<file path="config.mk">
export PLATFORM = sky130hd
export DESIGN_NAME = synth_control_field_decode
export DESIGN_NICKNAME = d
export VERILOG_FILES = /design/src/hdl/synth_ctl_pkg.sv /design/src/hdl/synth_control_field_decode.sv
export SDC_FILE = /design/constraint.sdc
export NUM_CORES = 1
export LEC_CHECK = 0
export BUFFER_PORTS_ARGS = -buffer_cell sky130_fd_sc_hd__clkbuf_2
export CAP_MARGIN = 20
export CORE_MARGIN = 1.5
export CORE_UTILIZATION = 50
export CTS_CLUSTER_SIZE = 30
export DETAILED_ROUTE_END_ITERATION = 12
export GPL_TIMING_DRIVEN = 0
export PLACE_DENSITY = 0.79
export REMOVE_ABC_BUFFERS = 1
export SETUP_SLACK_MARGIN = 0.05
export SLEW_MARGIN = 15
export SYNTH_ARGS = -nofsm -noshare
export SYNTH_HDL_FRONTEND = slang
export SYNTH_SLANG_ARGS = --single-unit
</file>
<file path="constraint.sdc">
create_clock -name clock -period 1.8 [get_ports clock]
set_clock_uncertainty 0.05 [all_clocks]
set_input_delay 0.45 -clock clock [delete_from_list [all_inputs] [get_ports clock]]
set_output_delay 0.45 -clock clock [all_outputs]
set_load 0.02 [all_outputs]
</file>
<file path="src/hdl/synth_ctl_pkg.sv">
// Package with register map, field layout, timing and carrier types of the control decode.
package synth_ctl_pkg;

   // ==========================================================================
   // Register addresses, carried in the low nibble of each serial word.
   localparam logic [3:0] ADDR_R0 = 4'h0;
   localparam logic [3:0] ADDR_R1 = 4'h1;
   localparam logic [3:0] ADDR_R3 = 4'h3;
   localparam logic [3:0] ADDR_PUMP_PULSE_TIMING_CONFIG = 4'h4;
   localparam logic [3:0] ADDR_OUTPUT_POWER_MODE_CONFIG = 4'h5;
   localparam logic [3:0] ADDR_R6 = 4'h6;

   // ==========================================================================
   // Field positions (low bit of each field).
   localparam int SKIP_FREQ_CAL_BIT = 4;
   localparam int CORE_START_LSB = 4;
   localparam int CHAN_DIV_LSB = 4;
   localparam int PUMP_CODE_LSB = 4;
   localparam int LOCKOUT_BIT = 4;
   localparam int SOFT_RESET_BIT = 4;
   localparam int PWDN_LSB = 5;
   localparam int MODE_LSB = 8;
   localparam int DET_DELAY_BIT = 10;
   localparam int OUT_A_SRC_LSB = 11;
   localparam int OUT_B_SRC_LSB = 13;
   localparam int CORE_PICK_LSB = 15;
   localparam int BUF_IGNORE_BIT = 17;
   localparam int REF_RANGE_LSB = 18;
   localparam int MUTE_BIT = 21;

   // ==========================================================================
   // Values after reset of every held register word.
   localparam logic [31:0] R0_RESET = 32'h0000_0000;
   localparam logic [31:0] R1_RESET = 32'h0000_0001;
   localparam logic [31:0] R3_RESET = 32'h0000_0003;
   localparam logic [31:0] R4_RESET = 32'h0000_0004;
   localparam logic [31:0] R5_RESET = 32'h0000_0005;
   localparam logic [31:0] R6_RESET = 32'h0000_0006;

   // ==========================================================================
   // Timing of the self-releasing register reset.
   localparam int CLOCK_PERIOD_NS = 10;
   localparam int SOFT_RESET_TIME_NS = 100;
   localparam int SOFT_RESET_CYCLES = (SOFT_RESET_TIME_NS + CLOCK_PERIOD_NS - 1) / CLOCK_PERIOD_NS;

   // ==========================================================================
   // Charge pump minimum on time in ps for each code 0..7.
   localparam logic [11:0] PULSE_PS_0 = 12'h172;
   localparam logic [11:0] PULSE_PS_1 = 12'h2F8;
   localparam logic [11:0] PULSE_PS_2 = 12'h46A;
   localparam logic [11:0] PULSE_PS_3 = 12'h5B4;
   localparam logic [11:0] PULSE_PS_4 = 12'h6EA;
   localparam logic [11:0] PULSE_PS_5 = 12'h816;
   localparam logic [11:0] PULSE_PS_6 = 12'h92E;
   localparam logic [11:0] PULSE_PS_7 = 12'hA28;

   // ==========================================================================
   // Carrier types.
   typedef enum logic [2:0] {
      PWR_UP = 3'b001,
      PWR_FULL_DOWN = 3'b010,
      PWR_PARTIAL_DOWN = 3'b100
   } power_status_t;

   typedef struct packed {
      logic clk;
      logic data;
      logic latch;
   } ser_pins_t;

   typedef struct packed {
      logic pll_on;
      logic vco_on;
      logic ext_in_on;
      logic regulators_on;
   } power_ctl_t;

   typedef struct packed {
      logic out_a_en;
      logic out_b_en;
      logic [1:0] out_a_sel;
      logic [1:0] out_b_sel;
      logic feedback_from_divider;
   } rf_route_t;

   typedef struct packed {
      logic start;
      logic [1:0] core;
      logic forced;
   } cal_req_t;

endpackage : synth_ctl_pkg

</file>
<file path="src/hdl/synth_control_field_decode.sv">
// Serial register capture and control-field decode of the frequency synthesizer.
`timescale 1ns/1ps

// What this block does and what it expects of the host
// RULE1 - Lockout set: only lockout bit writes accepted.
// RULE2 - Mute both outputs when unlocked and enabled.
// RULE3 - Host programs reference range code correctly.
// RULE4 - Ignore bit set: buffer pin has no effect.
// RULE5 - Method 0: start last core, else lowest.
// RULE6 - Method 1: start chosen core, skip invalid.
// RULE7 - Method 2: force chosen core; 3 reserved.
// RULE8 - Host avoids method 0 for large downward retunes.
// RULE9 - Output B source: VCO, divided, external.
// RULE10 - Output A source uses same encoding.
// RULE11 - Delay bit puts divider in feedback.
// RULE12 - Mode code 1 turns off the VCO; input pin power stays off.
// RULE13 - Power codes 0,1,3 ignore chip enable.
// RULE14 - Codes 4,6,7 depend on chip enable.
// RULE15 - Register five reset bit restores defaults.
// RULE16 - Register reset releases itself.
// RULE17 - Pulse code maps 370 to 2600 ps.
// RULE18 - Host keeps pulse code zero above 130 MHz.
// RULE19 - Lock flag uses phase measurement only.
// RULE20 - Register zero write starts calibration unless skipped.
// RULE21 - Fields change only on a latched word.
module synth_control_field_decode
   import synth_ctl_pkg::*;
(
   input wire logic clock,
   input wire logic srst,
   input wire logic clk_en,
   input wire ser_pins_t ser_pins,
   input wire logic chip_enable_pin,
   input wire logic buffer_enable_pin,
   input wire logic phase_lock_raw,
   input wire logic [3:0] core_valid,
   output logic digital_lock_flag,
   output power_ctl_t power,
   output power_status_t power_status,
   output rf_route_t route,
   output logic [4:0] channel_divide_value,
   output logic [2:0] ref_freq_range,
   output logic [2:0] pump_min_pulse_code,
   output logic [11:0] pump_min_pulse_ps,
   output cal_req_t cal,
   output logic soft_reset_active,
   output logic program_lockout
);

   // ==========================================================================
   // State record: synchronisers, shift register, held words and registered outputs.
   typedef struct packed {
      logic sclk_s1;
      logic sclk_s2;
      logic sclk_d;
      logic data_s1;
      logic data_s2;
      logic le_s1;
      logic le_s2;
      logic le_d;
      logic ce_s1;
      logic ce_s2;
      logic buf_s1;
      logic buf_s2;
      logic lock_s1;
      logic lock_s2;
      logic [31:0] shift;
      logic [31:0] r0;
      logic [31:0] r1;
      logic [31:0] r3;
      logic [31:0] r4;
      logic [31:0] r5;
      logic [31:0] r6;
      logic soft_active;
      logic [7:0] soft_cnt;
      logic [1:0] last_core;
      logic core_used;
      logic lock_flag;
      power_ctl_t power;
      power_status_t pstat;
      rf_route_t route;
      logic [4:0] chan_div;
      logic [2:0] ref_range;
      logic [2:0] pump_code;
      logic [11:0] pump_ps;
      cal_req_t cal;
   } state_t;

   state_t s_reg; // Registered state.
   state_t s_next; // Next value of the whole state.

   // ==========================================================================
   // Decode helpers.

   // Minimum charge pump on time for a pulse code, rising with the code.
   function automatic logic [11:0] pulse_ps(input logic [2:0] code);
      logic [11:0] ps;
      ps = PULSE_PS_0;
      unique case (code)
         3'h0: ps = PULSE_PS_0;
         3'h1: ps = PULSE_PS_1;
         3'h2: ps = PULSE_PS_2;
         3'h3: ps = PULSE_PS_3;
         3'h4: ps = PULSE_PS_4;
         3'h5: ps = PULSE_PS_5;
         3'h6: ps = PULSE_PS_6;
         3'h7: ps = PULSE_PS_7;
      endcase
      return ps;
   endfunction : pulse_ps

   // Device power state from the power-down code and the chip-enable pin.
   // Reserved codes keep the device powered up, the least surprising choice.
   function automatic power_status_t power_decode(input logic [2:0] code, input logic ce);
      power_status_t p;
      p = PWR_UP;
      unique case (code)
         3'h0: p = PWR_UP; // RULE13
         3'h1: p = PWR_FULL_DOWN; // RULE13
         3'h3: p = PWR_PARTIAL_DOWN; // RULE13
         3'h4: p = ce ? PWR_UP : PWR_FULL_DOWN; // RULE14
         3'h6: p = ce ? PWR_UP : PWR_PARTIAL_DOWN; // RULE14
         3'h7: p = ce ? PWR_PARTIAL_DOWN : PWR_FULL_DOWN; // RULE14
         default: p = PWR_UP;
      endcase
      return p;
   endfunction : power_decode

   // Lowest valid core other than the given one; keeps the given one if none is valid.
   function automatic logic [1:0] other_core(input logic [1:0] start, input logic [3:0] valid);
      logic [1:0] c;
      c = start;
      for (int i = 3; i >= 0; i--) begin
         if (valid[i] && (2'(i) != start)) begin
            c = 2'(i);
         end
      end
      return c;
   endfunction : other_core

   // ==========================================================================
   // Next-state logic.
   always_comb begin
      logic sclk_rise;
      logic le_rise;
      logic [31:0] word;
      logic [1:0] method;
      logic [1:0] start_core;
      logic rf_on;
      sclk_rise = 1'b0;
      le_rise = 1'b0;
      word = 32'h0000_0000;
      method = 2'h0;
      start_core = 2'h0;
      rf_on = 1'b0;
      s_next = s_reg;

      // Every pin input passes two flip-flops before anything reads it.
      s_next.sclk_s1 = ser_pins.clk;
      s_next.sclk_s2 = s_reg.sclk_s1;
      s_next.sclk_d = s_reg.sclk_s2;
      s_next.data_s1 = ser_pins.data;
      s_next.data_s2 = s_reg.data_s1;
      s_next.le_s1 = ser_pins.latch;
      s_next.le_s2 = s_reg.le_s1;
      s_next.le_d = s_reg.le_s2;
      s_next.ce_s1 = chip_enable_pin;
      s_next.ce_s2 = s_reg.ce_s1;
      s_next.buf_s1 = buffer_enable_pin;
      s_next.buf_s2 = s_reg.buf_s1;
      s_next.lock_s1 = phase_lock_raw;
      s_next.lock_s2 = s_reg.lock_s1;
      sclk_rise = s_reg.sclk_s2 & ~s_reg.sclk_d;
      le_rise = s_reg.le_s2 & ~s_reg.le_d;
      s_next.cal.start = 1'b0;

      if (s_reg.soft_active) begin
         // The register reset holds for a fixed time, then lets go by itself.
         s_next.soft_cnt = s_reg.soft_cnt - 8'h01; // RULE16
         if (s_reg.soft_cnt == 8'h01) begin
            s_next.soft_active = 1'b0; // RULE16
         end
      end else begin
         // Data is taken on each rising serial clock edge, most significant bit first.
         if (sclk_rise) begin
            s_next.shift = {s_reg.shift[30:0], s_reg.data_s2};
         end
         // Only a whole latched word touches the held registers.
         if (le_rise) begin
            word = s_reg.shift; // RULE21
            if (s_reg.r6[LOCKOUT_BIT]) begin
               // Locked out: only the lockout bit itself may still change.
               if (word[3:0] == ADDR_R6) begin
                  s_next.r6[LOCKOUT_BIT] = word[LOCKOUT_BIT]; // RULE1
               end
            end else begin
               unique case (word[3:0])
                  ADDR_R0: begin
                     s_next.r0 = word;
                     if (!word[SKIP_FREQ_CAL_BIT]) begin
                        method = s_reg.r5[CORE_PICK_LSB +: 2];
                        start_core = s_reg.r1[CORE_START_LSB +: 2];
                        s_next.cal.start = 1'b1; // RULE20
                        s_next.cal.forced = 1'b0;
                        if (method == 2'h1) begin
                           s_next.cal.core = core_valid[start_core] ? start_core
                                             : other_core(start_core, core_valid); // RULE6
                        end else if (method == 2'h2) begin
                           s_next.cal.core = start_core; // RULE7
                           s_next.cal.forced = 1'b1; // RULE7
                        end else begin
                           // Reserved method 3 falls back to method 0.
                           s_next.cal.core = s_reg.core_used ? s_reg.last_core : 2'h0; // RULE5
                        end
                        s_next.last_core = s_next.cal.core;
                        s_next.core_used = 1'b1;
                     end
                  end
                  ADDR_R1: s_next.r1 = word;
                  ADDR_R3: s_next.r3 = word;
                  ADDR_PUMP_PULSE_TIMING_CONFIG: s_next.r4 = word;
                  ADDR_R6: s_next.r6 = word; // RULE1
                  ADDR_OUTPUT_POWER_MODE_CONFIG: begin
                     if (word[SOFT_RESET_BIT]) begin
                        // Back to power-on values, including the core history.
                        s_next.r0 = R0_RESET; // RULE15
                        s_next.r1 = R1_RESET;
                        s_next.r3 = R3_RESET;
                        s_next.r4 = R4_RESET;
                        s_next.r5 = R5_RESET;
                        s_next.r6 = R6_RESET;
                        s_next.shift = 32'h0000_0000;
                        s_next.core_used = 1'b0;
                        s_next.last_core = 2'h0;
                        s_next.soft_active = 1'b1; // RULE15
                        s_next.soft_cnt = 8'(SOFT_RESET_CYCLES);
                     end else begin
                        s_next.r5 = word; // RULE15
                     end
                  end
                  default: begin
                     // Words for registers this block does not hold are dropped.
                  end
               endcase
            end
         end
      end

      // Lock flag comes only from the phase measurement, never the tuning voltage.
      s_next.lock_flag = s_reg.lock_s2; // RULE19

      // Power decode from the held words and the chip-enable pin.
      s_next.pstat = power_decode(s_reg.r5[PWDN_LSB +: 3], s_reg.ce_s2);
      s_next.power.regulators_on = (s_next.pstat != PWR_FULL_DOWN);
      s_next.power.pll_on = (s_next.pstat == PWR_UP); // RULE12
      s_next.power.vco_on = (s_next.pstat == PWR_UP) &&
                            (s_reg.r5[MODE_LSB +: 2] != 2'h1); // RULE12
      s_next.power.ext_in_on = 1'b0; // RULE12

      // The outputs need the buffer pin unless it is ignored, and lock when muting is on.
      rf_on = (s_reg.r5[BUF_IGNORE_BIT] || s_reg.buf_s2) && // RULE4
              !(s_reg.r5[MUTE_BIT] && !s_reg.lock_s2) && // RULE2
              (s_next.pstat == PWR_UP);
      s_next.route.out_a_sel = s_reg.r5[OUT_A_SRC_LSB +: 2]; // RULE10
      s_next.route.out_b_sel = s_reg.r5[OUT_B_SRC_LSB +: 2]; // RULE9
      // A reserved source code leaves that output off rather than guessing a source.
      s_next.route.out_a_en = rf_on && (s_reg.r5[OUT_A_SRC_LSB +: 2] != 2'h3); // RULE10
      s_next.route.out_b_en = rf_on && (s_reg.r5[OUT_B_SRC_LSB +: 2] != 2'h3); // RULE9
      s_next.route.feedback_from_divider = s_reg.r5[DET_DELAY_BIT]; // RULE11

      // Plain field copies for the analog side, plus the pulse width lookup.
      s_next.chan_div = s_reg.r3[CHAN_DIV_LSB +: 5];
      s_next.ref_range = s_reg.r5[REF_RANGE_LSB +: 3];
      s_next.pump_code = s_reg.r4[PUMP_CODE_LSB +: 3];
      s_next.pump_ps = pulse_ps(s_reg.r4[PUMP_CODE_LSB +: 3]); // RULE17
   end

   // ==========================================================================
   // State register; the clock enable freezes everything.
   always_ff @(posedge clock) begin
      if (srst) begin
         s_reg <= '0;
         s_reg.r0 <= R0_RESET;
         s_reg.r1 <= R1_RESET;
         s_reg.r3 <= R3_RESET;
         s_reg.r4 <= R4_RESET;
         s_reg.r5 <= R5_RESET;
         s_reg.r6 <= R6_RESET;
         s_reg.pstat <= PWR_UP;
         s_reg.pump_ps <= PULSE_PS_0;
      end else if (clk_en) begin
         s_reg <= s_next;
      end
   end

   // ==========================================================================
   // Outputs straight from the state flip-flops.
   assign digital_lock_flag = s_reg.lock_flag;
   assign power = s_reg.power;
   assign power_status = s_reg.pstat;
   assign route = s_reg.route;
   assign channel_divide_value = s_reg.chan_div;
   assign ref_freq_range = s_reg.ref_range;
   assign pump_min_pulse_code = s_reg.pump_code;
   assign pump_min_pulse_ps = s_reg.pump_ps;
   assign cal = s_reg.cal;
   assign soft_reset_active = s_reg.soft_active;
   assign program_lockout = s_reg.r6[LOCKOUT_BIT];

endmodule : synth_control_field_decode

</file>
Yosys cells after proc, flatten, opt, wreduce, memory -nomap -nowiden
Memory sizes are Yosys's and may differ from the RTL's. A register that Yosys moved wholly into a read port is not among the register bits.
Index checks and enable logic that the tools add are counted.

storage, ports and cells
  input port bits = 13
  memories kept = 1
  ROM bits = 88
  bits in registers = 291
  logic and storage cells = 153

memory list
  name             words  bits a word  rd ports  clocked after memory_dff  wr ports  RTL line                          text
  (no name shown)  8      11           1         1                         0         synth_control_field_decode.sv:99  unique case (code)

cells by class
  bitwise gates (word level) = 7
  add/subtract/negate cells = 1
  reduce and logical (&&, ||, !) cells = 34
  muxes and demuxes = 42
  equal/unequal tests = 24
  order comparisons = 1

operator list
  cell                 count
  $pmux 32 s2          5
  $mux 236             1
  $mux 219             1
  $mux 160             1
  $mux 32              4
  $mux 44              1
  $reduce_and 6->1     6
  $mux 4               5
  $mux 2               9
  $mux 9               2
  $reduce_bool 2->1    9
  $mux 16              1
  $pmux 3 s5           1
  $eq 4x3->1 const B   3
  $logic_and 1x1->1    10
  $ne 2x2->1 const B   5
  $reduce_and 5->1     2
  $eq 3x3->1 const B   3
  $mux 3               3
  $eq 8x1->1 const B   1
  $sub 8x1->8 const B  1
  $reduce_and 7->1     1
  $eq 3x1->1 const B   2
  $mux 1               6
  19 further kinds     26

Longest topological paths before layout
  depth in word-level cells = 13
  mapped depth = 8
  depth with buffers taken out = 6

Worst setup path before layout
Ideal clock, no wire load.

  kind = flip-flop to flip-flop
  start point = register s_reg[248] in the netlist's numbering
  end point = register s_reg (netlist bit cal[0])
  buffers on the path = 2
  data required time = 1622 ps
  setup time = 128 ps
  clock period less this slack = 1921 ps
  cell stages (with the launch flop) = 8
  data arrival time = 1743 ps
  setup slack = -121 ps
  path through = dfxtp_1 buf_2 or3_4 a2111oi_4 and2_1 buf_6 mux2i_1 nor2_1

between the ends
  word-level cells in the longest chain between the ends = 2

ends and longest elaborated chain
  item                        RTL line                           text
  start: declaration          synth_control_field_decode.sv:89   state_t s_reg;
  start signal: assignment    synth_control_field_decode.sv:292  s_reg <= s_next;
  $logic_not 4->1             synth_control_field_decode.sv:197  unique case (word[3:0])
  $reduce_and 6->1 (no line)  --

No other way between the ends.
A chain may end at the register's enable or synchronous reset.

Final worst setup path
  start point = register s_reg[246] in the netlist's numbering
  end point = register s_reg (netlist bit cal[0])

Same word-level chain as after synthesis.

==> flow_summary.toml <==
[floorplan]
core_area_mm2 = 0.00986
die_h_um = 104
std_cell_rows = 36
initial_utilization_pct = 52.0
ios = 57
die_w_um = 104
dieArea_mm2 = 0.0109

[drt]
ant_nets = 0
first_iter_violations = 334
dr.pass1.iters = 5
wl_per_cell_um = 15.1
vias = 4051
routed_wl_um = 11400
viasPerCell = 5.40
drc = 0

[sta]
fmax_mhz = 564
drv_slew = 0
setup_ws_ns = 0.0271
finalSetupViolations = 0
tightest_slew_ns = 0.583
rsz0062_at_grt = "true"
setup_tns_ns = 0
hold_viol = 0
finalCritPeriodShare_pct = 98.5
timing.slew.headroom_pct = 61.0
min_period_ns = 1.77

[logic_synthesis]
synth_area_mm2 = 0.00513
yosysMostFrequentCell = "dfxtp_1"
async_reset_ff_share_pct = 0
yosysWarnings = 0
ys_ff_latch = 116
netlist.area_leader.share_pct = 45.2
syn_inst = 590
synth_ff_type = "dfxtp_1"
synth-seq-area-share_pct = 45.2
synth.area.top_cells = "dfxtp_1 45%, mux2i_1 9.2%, nand2_1 6.4%, buf_4 6.0%, a21oi_1 5.6%"
synth_top_area_cell = "dfxtp_1"
syn_area_per_cell_um2 = 8.70
synth_cell_type_count = 50
synth_common_cells = "116 x dfxtp_1, 88 x nand2_1, 61 x nor2_1"
synth-edff-count = 0

[global_routing]
grtUsageMet2_pct = 35.7
grt_use_met1_pct = 25.0
antenna_found_initial = 0
grt_pass1_vias = 3914
grt_pass1_wl_um = 18600
grt_use_total_pct = 21.1
grt_overflow_total = 0
grt_use_met3_pct = 6.52
grt_start_max_net_pins = 51
top_usage_layer = "met2"

[clocking]
h-tree-depth = 4
postCtsHoldBufs = 0
cts.path.max_buffers = 2
clk_pin_slew_ns = 0.06
cts_buffers = 17
cts_root_buffer = "clkbuf_8"
insertion_delay_ns = 0.51
cts_tree = "done"
tritoncts_num_sinks = 116

[critical_path]
r2r_slack_ns = 0.03
path_class = "flop to flop"
startpoint = "s_reg[246]"
critPathMaxFanout = 8
setup.worst_path.start_class = "flop"
worstPathRequired_ns = 2.13
reg2reg_from = "s_reg[246]"
rr_endpoint = "cal[0]"
reg2reg_depth = 5
worstPathArrival_ns = 2.10
end_kind = "flop"

[min_path]
min_to = "s_next[287]"
hp-start = "ser_pins[1]"
hold_path_class = "input pin to flop"
whs_path_depth = 3

[job]
cap_viol_max_count = 0

[cells_and_area]
multiInputGateArea_mm2 = 0.00242
final_core_util_pct = 62.3
seqCellArea_mm2 = 0.00234
area_growth_pct = 19.7
largest_register_ffs = 49
fin_nets = 626
num-fill-cells = 757
finalNonFillerCells = 750
antenna_cells = 0
drive_gt1_share_pct = 21.4

[power_and_ir_drop]
p_leak_nw = 2.35
power.total_mw = 6.87
peakVddDrop_mv = 0.605
p_per_area_mw_per_mm2 = 1120

[placement]
dp_hpwl_um = 6320
place_ws_ns = -1.41
placed_cells = 701
gp_congestion = 0.819
portBuffers = 54

[outcome]
outcome = "completed"
==> placed cells by master (no fill, tap or decap), types with 3 or more instances in the layout <==
cell type,n
nand2b_1,5
dfxtp_2,5
inv_1,15
and2_1,3
o21ai_0,9
bufinv_16,8
nor4_1,3
nor3_1,3
nor3_4,3
clkbuf_2,52
a211oi_1,6
mux2i_1,47
clkbuf_16,16
dfxtp_1,107
o211ai_1,4
nor2b_1,6
buf_4,15
nand3b_1,18
or3_4,3
nand2_1,88
buf_12,3
dfxtp_4,4
a21oi_1,57
ha_1,9
xor2_1,5
nand3_1,13
nor2_1,61
==> worst max-delay path by stage <==
stage | slack, ns | cells after the start | to
floorplan | -0.40 | 5 | s_reg[47]
global placement | -2.22 | 6 | s_reg[47]
detailed placement | -1.41 | 6 | s_reg[49]
CTS | 0.05 | 5 | s_reg[48]
global route | -0.06 | 6 | cal[1]
finish | 0.03 | 5 | cal[0]
==> through the flow <==
step / hold WS [ns] / cell area [µm²]
6_report: 0.134 / 6140
4_1_cts: 0.128 / 6030
5_1_grt: 0.145 / 6140
2_1_floorplan: 0.371 / 4660
3_5_place_dp: 0.395 / 5140
3_3_place_gp: 0.388 / 5100
==> layout make-up <==
cell class	instances	area share [%]
inverter	15	0.916
multi-input combinational	382	39.3
clock buffer	19	7.03
sequential	116	38.1
clock inverter	13	4.52
tap	133	2.71
timing repair buffer	72	7.35
==> kinds of logic (layout without fill, tap and decap cells) <==
kind of cell             after synthesis  after routing  share of synthesized area, %
multiplexers                          47             47                          9.17
flip-flops                           116            116                          45.2
AND/OR/NAND/NOR                      220            221                          20.1
other                                  1              2                        0.0731
AO/OA/AOI/OAI                         96             96                          11.7
adder cells (fa/ha/maj)                9              9                          2.19
buffers and inverters                 94            119                          10.3
XOR/XNOR                               7              7                          1.19
==> repair_timing <==
item                       CTS  global route
pin swaps                    8            11
cloned                       1             0
setup buffers               10             6
setup endpoints to repair   65            46
resized for setup           21            16
==> critical path: stages, from the launching register on <==
cell       delay (ns)
dfxtp_4          0.37
or3_4            0.39
a2111oi_4        0.35
and2_4           0.24
mux2i_1          0.19
nor2_1           0.06
==> routing by layer <==
layer	up-vias	wire [µm]	part of all wire, %
met5	-	0	0
met4	0	176	1.5
met3	17	618	5.4
met2	134	5670	50
met1	1911	4890	43
li1	1989	-	-
==> power breakdown <==
group / switching (mW) / internal, mW / leakage (nW)
Sequential: 0.0188 / 2.59 / 0.944
Clock: 1.18 / 2.84 / 0.338
Combinational: 0.153 / 0.0801 / 1.07
No activity file was read; power rests on OpenSTA's default activity.
